$ cat config.mk
export PLATFORM = sky130hd
export DESIGN_NAME = pse_port_trigger_control
export DESIGN_NICKNAME = d
export VERILOG_FILES = /design/src/hdl/pse_port_trigger_control.v /design/src/hdl/tick_div.v /design/src/hdl/hold_timer.v
export VERILOG_INCLUDE_DIRS = /design/src /design/src/inc
export SDC_FILE = /design/constraint.sdc
export NUM_CORES = 1
export LEC_CHECK = 0
export BUFFER_PORTS_ARGS = -buffer_cell sky130_fd_sc_hd__buf_4
export CAP_MARGIN = 20
export CORE_UTILIZATION = 52
export CTS_BUF_LIST = sky130_fd_sc_hd__clkbuf_2
export CTS_CLUSTER_DIAMETER = 50
export DETAILED_ROUTE_END_ITERATION = 16
export PLACE_DENSITY = 0.77
export SLEW_MARGIN = 20
export SYNTH_ARGS = -nofsm -noshare
export SYNTH_HDL_FRONTEND = slang
export SYNTH_SLANG_ARGS = --single-unit
$ cat constraint.sdc
create_clock -name clk_sys_i -period 6.7 [get_ports clk_sys_i]
set_input_delay 1.34 -clock clk_sys_i [delete_from_list [all_inputs] [get_ports clk_sys_i]]
set_output_delay 1.34 -clock clk_sys_i [all_outputs]
set_load 0.05 [all_outputs]
$ cat src/inc/pse_trig_defs.vh
`ifndef PSE_TRIG_DEFS_VH
`define PSE_TRIG_DEFS_VH

// register addresses on the management register port
`define REG_RETRIG_ADDR 8'h10
`define REG_PWR_TRIG_ADDR 8'h11
`define REG_LEGACY_ADDR 8'h12
`define REG_RESET_VAL 8'h00
`define REG_UNMAPPED_VAL 8'h00

// field positions inside the trigger registers
`define CLS_BIT_LSB 4
`define DET_BIT_LSB 0
`define POFF_BIT_LSB 4
`define PON_BIT_LSB 0

// legacy detection mode codes, two bits per port
`define LEG_MODE_OFF 2'h0
`define LEG_MODE_ONLY 2'h1
`define LEG_MODE_AFTER 2'h2
`define LEG_MODE_RSVD 2'h3

// device operating modes
`define OPMODE_MANUAL 2'h0
`define OPMODE_SEMI 2'h1
`define OPMODE_AUTO 2'h2

// timing: one millisecond tick from the 40 MHz system clock
`define CLK_FREQ_KHZ 40000
`define TICK_TIME_MS 1
`define TICK_CYCLES (`CLK_FREQ_KHZ * `TICK_TIME_MS)
`define PON_HOLD_TIME_MS 400
`define PON_HOLD_TICKS (`PON_HOLD_TIME_MS / `TICK_TIME_MS)

`endif

$ cat src/hdl/pse_port_trigger_control.v
`timescale 1ns/10ps
`default_nettype none
`include "pse_trig_defs.vh"

//
// Contract
// writing one to bits 7..4 of 0x10 launches one classification pass.
// each classification retrigger bit clears when its pass finishes.
// writing one to bits 3..0 of 0x10 launches one detection pass.
// each detection retrigger bit clears when its detection completes.
// manual mode runs each requested pass exactly once, never repeating.
// semi and auto modes use detect and class enables, not retrigger bits.
// semi and auto modes repeat enabled detection or classification forever.
// writing one to bits 7..4 of 0x11 powers that port off.
// each power-off bit returns to zero after the shutdown is issued.
// writing one to bits 3..0 of 0x11 starts powering that port.
// power-on bit stays set until start-up completes, then clears.
// with detect enable and power-on set, detection runs before power-up.
// manual mode ignores power-on for ports already powered or shut down.
// semi mode acts on power-on only when detect and class results valid.
// auto mode honours power-on only while legacy detection runs.
// detection, class, legacy or start-up failure clears the power-on bit.
// power-on held 400 ms on an operational port is cleared.
// two-bit legacy mode field per port in 0x12; 00 disables legacy.
// legacy code 01 runs legacy detection instead of standard detection.
// legacy code 10 runs legacy detection after standard detection.
// host must never program the reserved legacy code 11.
// writing zero to trigger bits changes nothing and cancels nothing.
module pse_port_trigger_control #(
  parameter integer TICK_CYCLES = `TICK_CYCLES
) (
  input wire clk_sys_i, // system clock, 40 MHz
  input wire rst_i, // async reset, active high
  input wire reg_wr_i, // register write strobe
  input wire reg_rd_i, // register read strobe
  input wire [7:0] reg_addr_i, // register address
  input wire [7:0] reg_wdata_i, // register write data
  output reg [7:0] reg_rdata_o, // read data, valid after read strobe
  input wire [1:0] op_mode_i, // manual, semi-automatic or automatic
  input wire [3:0] detect_enable_i, // per-port detect enable
  input wire [3:0] class_enable_i, // per-port class enable
  input wire [3:0] results_valid_i, // detect and class results valid
  input wire [3:0] port_powered_i, // port is powered and operational
  input wire [3:0] port_shutdown_i, // port is in shutdown
  input wire [3:0] det_done_i, // standard detection finished
  input wire [3:0] det_ok_i, // standard detection passed
  input wire [3:0] leg_done_i, // legacy detection finished
  input wire [3:0] leg_ok_i, // legacy detection passed
  input wire [3:0] cls_done_i, // classification finished
  input wire [3:0] cls_ok_i, // classification passed
  input wire [3:0] pwr_done_i, // start-up sequence finished
  input wire [3:0] pwr_ok_i, // start-up sequence passed
  output wire [3:0] det_start_o, // pulse: start standard detection
  output wire [3:0] leg_start_o, // pulse: start legacy detection
  output wire [3:0] cls_start_o, // pulse: start classification
  output wire [3:0] pwr_start_o, // pulse: start port power-up
  output reg [3:0] pwr_off_o, // pulse: shut port power off
  output wire [3:0] port_busy_o // a pass or start-up is running
);

  localparam [2:0] S_IDLE = 3'h0;
  localparam [2:0] S_DET = 3'h1;
  localparam [2:0] S_LEG = 3'h2;
  localparam [2:0] S_CLS = 3'h3;
  localparam [2:0] S_PWR = 3'h4;

  reg [7:0] retrig;
  reg [7:0] pwr_trig;
  reg [7:0] legacy_sel;

  wire tick;
  wire [3:0] det_bits;
  wire [3:0] cls_bits;
  wire [3:0] pon_bits;
  wire [3:0] poff_bits;
  wire [3:0] det_clr;
  wire [3:0] cls_clr;
  wire [3:0] pon_clr;
  wire [3:0] hold_expire;
  wire wr_retrig;
  wire wr_pwr;
  wire wr_legacy;

  assign det_bits = retrig[`DET_BIT_LSB+3:`DET_BIT_LSB];
  assign cls_bits = retrig[`CLS_BIT_LSB+3:`CLS_BIT_LSB];
  assign pon_bits = pwr_trig[`PON_BIT_LSB+3:`PON_BIT_LSB];
  assign poff_bits = pwr_trig[`POFF_BIT_LSB+3:`POFF_BIT_LSB];

  // address decode for the three trigger registers
  assign wr_retrig = reg_wr_i && (reg_addr_i == `REG_RETRIG_ADDR);
  assign wr_pwr = reg_wr_i && (reg_addr_i == `REG_PWR_TRIG_ADDR);
  assign wr_legacy = reg_wr_i && (reg_addr_i == `REG_LEGACY_ADDR);

  // millisecond time base for the power-on hold limit
  tick_div #(
    .DIV_CYCLES(TICK_CYCLES)
  ) u_tick (
    .clk_sys_i(clk_sys_i),
    .rst_i(rst_i),
    .tick_o(tick)
  );

  // retrigger bits: writes only set, hardware clears; a set in the
  // same cycle as a clear survives so no request is lost
  always @(posedge clk_sys_i or posedge rst_i)
  begin
    if (rst_i)
    begin
      retrig <= `REG_RESET_VAL;
    end
    else
    begin
      retrig <= (retrig & ~{cls_clr, det_clr})
        | (wr_retrig ? reg_wdata_i : 8'h00);
    end
  end

  // power triggers: off bits live one cycle, on bits until cleared
  always @(posedge clk_sys_i or posedge rst_i)
  begin
    if (rst_i)
    begin
      pwr_trig <= `REG_RESET_VAL;
    end
    else
    begin
      pwr_trig <= (pwr_trig & ~{poff_bits, pon_clr})
        | (wr_pwr ? reg_wdata_i : 8'h00);
    end
  end

  // legacy mode field is plain storage, four two-bit fields
  always @(posedge clk_sys_i or posedge rst_i)
  begin
    if (rst_i)
    begin
      legacy_sel <= `REG_RESET_VAL;
    end
    else if (wr_legacy)
    begin
      legacy_sel <= reg_wdata_i;
    end
  end

  // shutdown pulse follows the power-off bit by one cycle
  always @(posedge clk_sys_i or posedge rst_i)
  begin
    if (rst_i)
    begin
      pwr_off_o <= 4'h0;
    end
    else
    begin
      pwr_off_o <= poff_bits;
    end
  end

  // read data held in a register; unmapped addresses read zero
  always @(posedge clk_sys_i or posedge rst_i)
  begin
    if (rst_i)
    begin
      reg_rdata_o <= 8'h00;
    end
    else if (reg_rd_i)
    begin
      case (reg_addr_i)
        `REG_RETRIG_ADDR: reg_rdata_o <= retrig;
        `REG_PWR_TRIG_ADDR: reg_rdata_o <= pwr_trig;
        `REG_LEGACY_ADDR: reg_rdata_o <= legacy_sel;
        default: reg_rdata_o <= `REG_UNMAPPED_VAL;
      endcase
    end
  end

  genvar i;
  generate
    for (i = 0; i < 4; i = i + 1)
    begin : g_port
      reg [2:0] st;
      reg [2:0] next_st;
      reg pwr_after;
      reg next_pwr_after;
      reg det_trig;
      reg next_det_trig;
      reg cls_trig;
      reg next_cls_trig;
      reg go_det;
      reg go_leg;
      reg go_cls;
      reg go_pwr;
      reg clr_det;
      reg clr_cls;
      reg clr_pon;
      reg det_start_q;
      reg leg_start_q;
      reg cls_start_q;
      reg pwr_start_q;
      reg busy_q;
      wire manual;
      wire semi;
      wire autom;
      wire [1:0] legm;
      wire leg_only;
      wire leg_after;
      wire det_want;
      wire cls_want;
      wire pon_ok;

      assign manual = (op_mode_i == `OPMODE_MANUAL);
      assign semi = (op_mode_i == `OPMODE_SEMI);
      assign autom = !manual && !semi;
      // reserved code 11 falls back to standard detection only
      assign legm = legacy_sel[2*i+1:2*i];
      assign leg_only = (legm == `LEG_MODE_ONLY);
      assign leg_after = (legm == `LEG_MODE_AFTER);

      // manual mode uses retrigger bits, other modes the enables
      assign det_want = manual ? det_bits[i] : detect_enable_i[i];
      assign cls_want = manual ? cls_bits[i] : class_enable_i[i];

      // power-on acceptance per mode; auto acts inside legacy state
      assign pon_ok = manual ? (pon_bits[i] && !port_powered_i[i]
                                && !port_shutdown_i[i])
                    : semi ? (pon_bits[i] && results_valid_i[i])
                    : 1'b0;

      // next-state logic of the per-port sequencer
      always @*
      begin
        next_st = st;
        next_pwr_after = pwr_after;
        next_det_trig = det_trig;
        next_cls_trig = cls_trig;
        go_det = 1'b0;
        go_leg = 1'b0;
        go_cls = 1'b0;
        go_pwr = 1'b0;
        clr_det = 1'b0;
        clr_cls = 1'b0;
        clr_pon = 1'b0;
        case (st)
          S_IDLE:
          begin
            if (pon_ok && detect_enable_i[i])
            begin
              // detection ahead of power-up
              next_pwr_after = 1'b1;
              next_det_trig = 1'b0;
              next_st = leg_only ? S_LEG : S_DET;
              go_leg = leg_only;
              go_det = !leg_only;
            end
            else if (pon_ok)
            begin
              go_pwr = 1'b1;
              next_st = S_PWR;
            end
            else if (det_want)
            begin
              // enables re-enter here each pass, so passes repeat
              next_pwr_after = 1'b0;
              next_det_trig = manual;
              next_st = leg_only ? S_LEG : S_DET;
              go_leg = leg_only;
              go_det = !leg_only;
            end
            else if (cls_want)
            begin
              next_cls_trig = manual;
              go_cls = 1'b1;
              next_st = S_CLS;
            end
          end
          S_DET:
          begin
            if (det_done_i[i] && !det_ok_i[i])
            begin
              clr_det = det_trig;
              clr_pon = pon_bits[i];
              next_st = S_IDLE;
            end
            else if (det_done_i[i] && leg_after)
            begin
              go_leg = 1'b1;
              next_st = S_LEG;
            end
            else if (det_done_i[i])
            begin
              clr_det = det_trig;
              go_pwr = pwr_after;
              next_st = pwr_after ? S_PWR : S_IDLE;
            end
          end
          S_LEG:
          begin
            if (leg_done_i[i] && !leg_ok_i[i])
            begin
              clr_det = det_trig;
              clr_pon = pon_bits[i];
              next_st = S_IDLE;
            end
            else if (leg_done_i[i] && (pwr_after
                     || (autom && pon_bits[i])))
            begin
              clr_det = det_trig;
              go_pwr = 1'b1;
              next_st = S_PWR;
            end
            else if (leg_done_i[i])
            begin
              clr_det = det_trig;
              next_st = S_IDLE;
            end
          end
          S_CLS:
          begin
            if (cls_done_i[i])
            begin
              clr_cls = cls_trig;
              clr_pon = !cls_ok_i[i] && pon_bits[i];
              next_st = S_IDLE;
            end
          end
          S_PWR:
          begin
            if (poff_bits[i])
            begin
              // a shutdown request aborts a start-up in progress
              clr_pon = 1'b1;
              next_st = S_IDLE;
            end
            else if (pwr_done_i[i])
            begin
              clr_pon = 1'b1;
              next_st = S_IDLE;
            end
          end
          default:
          begin
            next_st = S_IDLE;
          end
        endcase
      end

      // state and registered start pulses to the engines
      always @(posedge clk_sys_i or posedge rst_i)
      begin
        if (rst_i)
        begin
          st <= S_IDLE;
          pwr_after <= 1'b0;
          det_trig <= 1'b0;
          cls_trig <= 1'b0;
          det_start_q <= 1'b0;
          leg_start_q <= 1'b0;
          cls_start_q <= 1'b0;
          pwr_start_q <= 1'b0;
          busy_q <= 1'b0;
        end
        else
        begin
          st <= next_st;
          pwr_after <= next_pwr_after;
          det_trig <= next_det_trig;
          cls_trig <= next_cls_trig;
          det_start_q <= go_det;
          leg_start_q <= go_leg;
          cls_start_q <= go_cls;
          pwr_start_q <= go_pwr;
          busy_q <= (next_st != S_IDLE);
        end
      end

      // hold limit only runs while the port is up with the bit set
      hold_timer u_hold (
        .clk_sys_i(clk_sys_i),
        .rst_i(rst_i),
        .tick_i(tick),
        .run_i(pon_bits[i] && port_powered_i[i]),
        .expire_o(hold_expire[i])
      );

      assign det_clr[i] = clr_det;
      assign cls_clr[i] = clr_cls;
      assign pon_clr[i] = clr_pon || hold_expire[i];
      assign det_start_o[i] = det_start_q;
      assign leg_start_o[i] = leg_start_q;
      assign cls_start_o[i] = cls_start_q;
      assign pwr_start_o[i] = pwr_start_q;
      assign port_busy_o[i] = busy_q;
    end
  endgenerate

endmodule
`default_nettype wire

$ cat src/hdl/tick_div.v
`timescale 1ns/10ps
`default_nettype none

// divider giving a one-cycle enable pulse every div_cycles clocks
module tick_div #(
  parameter integer DIV_CYCLES = 40000
) (
  input wire clk_sys_i, // system clock
  input wire rst_i, // async reset, active high
  output reg tick_o // one-cycle enable pulse
);

  localparam integer LAST = DIV_CYCLES - 1;

  reg [15:0] cnt;

  // free running count; limited to 65536 cycles per tick
  always @(posedge clk_sys_i or posedge rst_i)
  begin
    if (rst_i)
    begin
      cnt <= 16'h0000;
      tick_o <= 1'b0;
    end
    else if (cnt == LAST[15:0])
    begin
      cnt <= 16'h0000;
      tick_o <= 1'b1;
    end
    else
    begin
      cnt <= cnt + 16'h0001;
      tick_o <= 1'b0;
    end
  end

endmodule
`default_nettype wire

$ cat src/hdl/hold_timer.v
`timescale 1ns/10ps
`default_nettype none
`include "pse_trig_defs.vh"

// counts ticks while run_i stays high, pulses at the hold limit and restarts the count
module hold_timer (
  input wire clk_sys_i, // system clock
  input wire rst_i, // async reset, active high
  input wire tick_i, // one-cycle time base enable
  input wire run_i, // condition being timed
  output reg expire_o // one-cycle pulse at the limit
);

  localparam integer LAST = `PON_HOLD_TICKS - 1;

  reg [8:0] cnt;

  // restart whenever the condition drops, so only a steady hold expires
  always @(posedge clk_sys_i or posedge rst_i)
  begin
    if (rst_i)
    begin
      cnt <= 9'h000;
      expire_o <= 1'b0;
    end
    else if (!run_i)
    begin
      cnt <= 9'h000;
      expire_o <= 1'b0;
    end
    else if (tick_i)
    begin
      if (cnt == LAST[8:0])
      begin
        cnt <= 9'h000;
        expire_o <= 1'b1;
      end
      else
      begin
        cnt <= cnt + 9'h001;
        expire_o <= 1'b0;
      end
    end
    else
    begin
      expire_o <= 1'b0;
    end
  end

endmodule
`default_nettype wire

==> summary.md, run 1 <==
| Metric | Value |
|---|---|
| Outcome | `completed` |
| Final setup viols | `0` |
| Number of antenna-violating nets in the routed design | `0` |
| Slowest-stage cell, CP | `dfrtp_1` |
| Ys flop type | `dfrtp_1` |
| Final Cycle Share | `41.1%` |
| Global-route wire length before repair | `27000 um` |
| Int Power | `1190 uW` |
| Setup TNS | `0 ps` |
| Worst slew pin tran | `1010 ps` |
| Startpoint Class | `register` |
| Critical Path RT | `5360 ps` |
| Post_cts resized | `0` |
| Global Route Usage Sum | `24.5%` |
| Mapped Area | `7070 um2` |
| Synth Register Bits | `137` |
| CP top delay family | `flip-flops` |
| Initial Util | `53.4%` |
| Post-synthesis cell count | `734` |
| Clock tree buffer depth | `2` |
| Rows | `42` |
| Number of flops mapped to enable cells by yosys | `0` |
| RSZ-0062 raised after global routing | `false` |
| N_diodes | `0` |
| Largest stage delay, worst path | `450 ps` |
| Crit path buffers/inverters | `1` |
| Pins Over Slew Limit | `0` |
| Sw frac | `37.4%` |
| Syn nets | `813` |
| Die height | `119 um` |
| Vias in the first global route | `5733` |
| Clock sinks | `137` |
| Hpwl dp | `11900 um` |
| Mean post-synth cell area | `9.64 um2` |
| Max-slew headroom | `32.7%` |
| Switching power | `712 uW` |
| Drt first-iter violations | `467` |
| Critical-path cell list | `buf_4` |
| Count of buffers from port buffering | `101` |
| Max Fclk | `363 MHz` |
| Final Routed Wirelength | `16400 um` |
| Residual DRC | `0` |
| Clock power share | `20.3%` |
| Seq/Total Area, Yosys | `48.5%` |
| Pleak | `0.00360 uW` |
| Via Count | `5862` |
| Filler cells | `1208` |
| Kind of critical path | `reg -> out` |
| Arrival @ worst endpoint | `1410 ps` |
| GR peak layer | `met2` |
| Antenna violations before repair | `0` |
| Layout cells sized above 1 | `18.2%` |
| CP max FO | `2` |
| Post-CTS setup buffers | `0` |
| Peak supply drop | `0.116 mV` |
| Util after Layout | `60.2%` |
| Synth cell types | `68` |
| Logic pwr share | `27.4%` |
| Crit path time final | `2750 ps` |
| Via density | `5.86` |
| Final hold vios | `0` |
| Placer Congestion | `0.903` |
| Full die area | `14100 um2` |
| Sequential power share | `52.3%` |
| CTS tree | `done` |
| Largest net degree at the start of global routing | `74` |
| Asr flop ratio synth | `100%` |
| Area Overhead vs Synth | `12.6%` |
| MaxCap Viol Count | `0` |
| CTS Hold Buffers Added | `0` |
| Clk_skew | `46.4 ps` |
| Ports | `106` |
| # H-tree levels | `4` |
| Wire per inst | `16.4 um` |
| 1st-pass router iterations | `5` |
| M2 GR Usage | `39.2%` |
| GR Layer Usage met3 | `6.61%` |
| TritonCTS buffer count | `17` |
| Clock latency on the worst-skew pair | `760 ps` |
| Yosys Warn Count | `0` |
| Final Hold Slack | `437 ps` |
| Grt met1 use | `31.6%` |
| Overflow after GRT | `0` |
| Crit. End Element | `output port` |
| HP Class | `reg -> reg` |
| Die X | `119 um` |
| Pwr dens | `239 nW/um2` |
| Clock root buffer | `clkbuf_2` |
| CORE AREA | `13200 um2` |
| Post-layout nets | `891` |
| Worst-path clk slew | `220 ps` |
-- area by class of cell --
type / instances / area (um2) / share of cell area (%)
clock buffer: 21 / 105 / 1.32
multi-input combinational: 537 / 3320 / 41.7
sequential: 137 / 3430 / 43.0
timing repair buffer: 102 / 766 / 9.61
inverter: 17 / 66.3 / 0.832
clock inverter: 11 / 57.6 / 0.722
tap: 176 / 220 / 2.76
-- synth_stat cells, drive strengths merged (3+ instances only) --
library cell | instances | area [um2]
buf | 27 | 199
nor4 | 10 | 62.6
nor3b | 7 | 52.6
mux2i | 15 | 150
nor2b | 13 | 81.3
o22ai | 4 | 25.0
nand4 | 9 | 56.3
nand2b | 11 | 68.8
nor3 | 25 | 130
nand2 | 68 | 255
nand3 | 36 | 180
nor2 | 82 | 308
o2111a | 5 | 56.3
nand4bb | 3 | 33.8
xnor2 | 21 | 184
or2 | 4 | 25.0
mux2 | 11 | 128
xor2 | 21 | 184
nand4b | 4 | 35.0
a21oi | 30 | 150
nand3b | 5 | 37.5
o221ai | 3 | 26.3
and3 | 10 | 62.6
ha | 5 | 62.6
a211oi | 4 | 35.0
and4b | 5 | 50.1
o21ai | 44 | 220
inv | 17 | 63.8
a22oi | 8 | 60.1
nor4b | 4 | 47.6
a22o | 10 | 87.6
and2 | 11 | 68.8
o311ai | 5 | 43.8
or3 | 11 | 68.8
clkbuf | 16 | 60.1
o31ai | 4 | 30.0
dfrtp | 137 | 3430
-- layout by cell type, fill, tap and decap left out, drive strengths merged, types with 11 or more instances in the layout --
cell	synthesis	layout
a21oi	30	30
buf	27	102
mux2	11	11
or3	11	11
nor3	25	25
xor2	21	21
inv	17	17
xnor2	21	21
nand2	68	68
nor2	82	82
mux2i	15	15
clkbuf	16	21
o21ai	44	44
nand3	36	36
nand2b	11	11
dfrtp	137	137
nor2b	13	13
and2	11	11
-- power groups by stage --
stage | registers (uW) | logic [uW] | clock network (uW)
floorplan | 954 | 455 | 0
global placement | 1010 | 514 | 0
detailed placement | 1010 | 519 | 0
CTS | 995 | 521 | 397
global route | 1010 | 565 | 430
finish | 997 | 522 | 387
-- state kept, by name, indices dropped and copies added (netlist names), 8 cells and up --
| name | cells |
|---|---|
| pwr_trig | 8 |
| retrig | 8 |
| g_port.u_hold.cnt | 36 |
| g_port.st | 12 |
| reg_rdata_o | 8 |
| legacy_sel | 8 |
| u_tick.cnt | 16 |
-- worst paths after layout --
check | start | end | slack (ps) | cells after the start
worst max-delay path | reg_rdata_o[1] | reg_rdata_o[1] | 3950 | 1
worst min-delay path | pwr_trig[7] | pwr_off_o[3] | 440 | 0
worst max register to register | u_tick.tick_o | g_port[1].u_hold.cnt[7] | 4530 | 4
worst min register to register | pwr_trig[7] | pwr_off_o[3] | 440 | 0
max in group asynchronous | rst_i | g_port[0].u_hold.cnt[5] | 4560 | 3
min in group asynchronous | rst_i | reg_rdata_o[3] | 710 | 2
-- metrics by stage --
step                      cell area, um2  std cells  setup WS (ps)  total power (uW)
final                               7970       1001           3950              1910
after detailed placement            7800        969           3230              1530
after global routing                7970       1001           3870              2010
after global placement              7800        969           3270              1520
after CTS                           7970       1001           3920              1910
after floorplan                     7070        734           1690              1410
-- routing by layer --
layer	wire length, um	share of wire [%]	up-vias
met4	388	2.4	0
li1	-	-	2763
met3	913	5.6	32
met1	7210	44	2881
met2	7900	48	186
met5	0	0	-
-- kinds of logic (layout without fill, tap and decap cells) --
| group | after synthesis | after routing | synth area share [%] |
|---|---|---|---|
| simple gates | 328 | 328 | 24.2 |
| flops | 137 | 137 | 48.5 |
| xor+xnor | 42 | 42 | 5.20 |
| compound gates | 136 | 136 | 12.8 |
| mux | 26 | 26 | 3.93 |
| buf+inv | 60 | 151 | 4.56 |
| fa+ha+maj | 5 | 5 | 0.884 |
-- worst reg2reg max path, delay by kind of cell, from the launching register on --
family             cells  cell delay (ps)
and+or+nand+nor        2              600
AOI/OAI and AO/OA      2              410
DFF                    1             1010
Power figures use the tool's default switching activity.
==> run 2: changes to the inputs <==
==> constraint.sdc (replaced) <==
create_clock -name clk_sys_i -period 2.9 [get_ports clk_sys_i]
set_input_delay 0.58 -clock clk_sys_i [delete_from_list [all_inputs] [get_ports clk_sys_i]]
set_output_delay 0.58 -clock clk_sys_i [all_outputs]
set_load 0.05 [all_outputs]
==> run 2 against run 1 <==
Against the previous run: register-to-register slack worse by 3600 ps; die area stayed put; highest routed layer unchanged; setup slack worse by 3000 ps; non-clock buffer count is 11 higher; final cell count is 1.1% higher.
==> summary.md, run 2 (synthesis gave the netlist of run 1 again) <==
| Metric | Value |
|---|---|
| Post_cts resized | `0 (unchanged)` |
| Crit. End Element | `register` |
| Pwr dens | `592 nW/um2 (+150%)` |
| CORE AREA | `13200 um2 (unchanged)` |
| # H-tree levels | `4 (unchanged)` |
| Placer Congestion | `0.914 (+1.3%)` |
| Register Area | `3430 um2 (unchanged)` |
| Clock root buffer | `clkbuf_2` |
| Arrival @ worst endpoint | `2660 ps (+1250 ps)` |
| Max Fclk | `502 MHz` |
| Full die area | `14100 um2 (unchanged)` |
| HP Class | `in -> reg` |
| Clock sinks | `137 (unchanged)` |
| Area Overhead vs Synth | `16.0%` |
| Pins Over Slew Limit | `0 (unchanged)` |
| Global Route Usage Sum | `25.3% (+0.80 points)` |
| Max-slew headroom | `52.2% (+20 points)` |
| Drt first-iter violations | `419 (-10%)` |
| Overflow after GRT | `0 (unchanged)` |
| Sw frac | `34.3% (-3.1 points)` |
| Clock latency on the worst-skew pair | `720 ps (-40 ps)` |
| Final Hold Slack | `85.0 ps (-352 ps)` |
| Placed Area | `7910 um2 (+1.3%)` |
| Clock tree buffer depth | `2 (unchanged)` |
| Die X | `119 um (unchanged)` |
| Startpoint Class | `register` |
| Global-route wire length before repair | `28100 um (+4.1%)` |
| Post-Layout Inst Area | `8210 um2 (+3.0%)` |
| Logic pwr share | `25.1% (-2.3 points)` |
| Post-CTS setup buffers | `0 (unchanged)` |
| Clock power share | `27.6% (+7.3 points)` |
| Via density | `5.78 (-1.4%)` |
| Worst-path clk slew | `190 ps (-30 ps)` |
| Setup TNS | `0 ps (unchanged)` |
| Kind of critical path | `reg -> reg` |
| Peak supply drop | `0.210 mV (+80%)` |
| RSZ-0062 raised after global routing | `false` |
| Vias in the first global route | `5827 (+1.6%)` |
| Pleak | `0.00370 uW (+2.9%)` |
| CTS Hold Buffers Added | `1 (+1)` |
| Via Count | `5846 (-0.27%)` |
| Post-layout nets | `902 (+1.2%)` |
| Final setup viols | `0 (unchanged)` |
| Antenna violations before repair | `0 (unchanged)` |
| N_diodes | `0 (unchanged)` |
| Largest net degree at the start of global routing | `41 (-45%)` |
| TritonCTS buffer count | `17 (unchanged)` |
| Top Registers | `g_port.u_hold.cnt x36, u_tick.cnt x16, g_port.st x12` |
| Wire per inst | `16.8 um (+2.3%)` |
| 1st-pass router iterations | `5 (unchanged)` |
| Most frequent cells in the layout | `dfrtp_1 (137), buf_4 (110), nor2_1 (82)` |
| CTS tree | `done` |
| Int Power | `3190 uW (+170%)` |
| Clk_skew | `22.8 ps (-23.6 ps)` |
| CP max FO | `12 (+10)` |
| Max reg flops | `36 (unchanged)` |
| Most flop-heavy register | `g_port.u_hold.cnt` |
| Switching power | `1670 uW (+130%)` |
| Outcome | `completed` |
| Final Cycle Share | `68.7%` |
| Multi-input logic area | `3320 um2 (unchanged)` |
| Crit path time final | `1990 ps` |
| Worst slew pin tran | `715 ps (-292 ps)` |
| Sequential power share | `47.4% (-4.9 points)` |
| Count of buffers from port buffering | `101 (unchanged)` |
| Filler cells | `1144 (-5.3%)` |
| Layout cells sized above 1 | `19.1% (+0.96 points)` |
| Most common cell after layout, fill and taps aside | `dfrtp_1` |
| Final hold vios | `0 (unchanged)` |
| Residual DRC | `0 (unchanged)` |
| Critical Path RT | `3570 ps (-1790 ps)` |
| Initial Util | `53.4% (unchanged)` |
| Number of antenna-violating nets in the routed design | `0 (unchanged)` |
| Hpwl dp | `12300 um (+3.5%)` |
| MaxCap Viol Count | `0 (unchanged)` |
| Final Routed Wirelength | `17000 um (+3.5%)` |
| Die height | `119 um (unchanged)` |
| Rows | `42 (unchanged)` |
| Ports | `106 (unchanged)` |
## run 2: layout make-up
cell class,count,share of cell area [%]
inverters,17,0.823
clock inverters,14,2.48
well taps,176,2.68
repair buffers,113,10.7
clock buffers,18,1.10
flip-flops and latches,137,41.8
multi-input cells,537,40.5
## run 2: path summary, 6_finish.rpt
| kind | from | end | slack (ps) | depth (start not counted) |
|---|---|---|---|---|
| hold / removal | reg_wdata_i[0] | pwr_trig[0] | 80 | 2 |
| setup reg to reg | g_port[2].st[0] | g_port[2].busy_q | 910 | 5 |
| hold reg to reg | pwr_trig[7] | pwr_off_o[3] | 450 | 0 |
| max in group asynchronous | rst_i | pwr_off_o[0] | 1720 | 4 |
| setup / recovery | g_port[2].st[0] | g_port[2].busy_q | 910 | 5 |
| min in group asynchronous | rst_i | g_port[2].u_hold.cnt[1] | 510 | 3 |
## run 2: layer usage
layer | GRT usage [%] | vias up | routed length, um | share of wire (%)
li1 | - | 2778 | - | -
met1 | 31.8 | 2830 | 7410 | 44
met2 | 42.0 | 203 | 8180 | 48
met3 | 6.03 | 35 | 1010 | 5.9
met4 | 10.1 | 0 | 377 | 2.2
met5 | 0 | - | 0 | 0
## run 2: worst max-delay path: stages (launching register included)
cell and delay (ps):
dfrtp_1 570, or3_1 470, a211oi_2 330, o21ai_0 150, o221ai_1 260, or3_1 160
## run 2: power by group through the flow
stage | Clock, uW | Sequential (uW) | Combinational, uW
final | 1340 | 2300 | 1220
after global routing | 1450 | 2340 | 1320
after CTS | 1370 | 2300 | 1220
after detailed placement | 0 | 2340 | 1210
after global placement | 0 | 2330 | 1200
after floorplan | 0 | 2200 | 1050
## run 2: per-stage QoR
stage	instances	power [uW]	setup slack (ps)	utilization, %
2_1_floorplan	734	3260	613	-
3_3_place_gp	979	3540	496	59.7
3_5_place_dp	979	3550	456	59.7
4_1_cts	1012	4890	907	62.0
5_1_grt	1012	5110	682	62.0
6_report	1012	4860	907	62.0
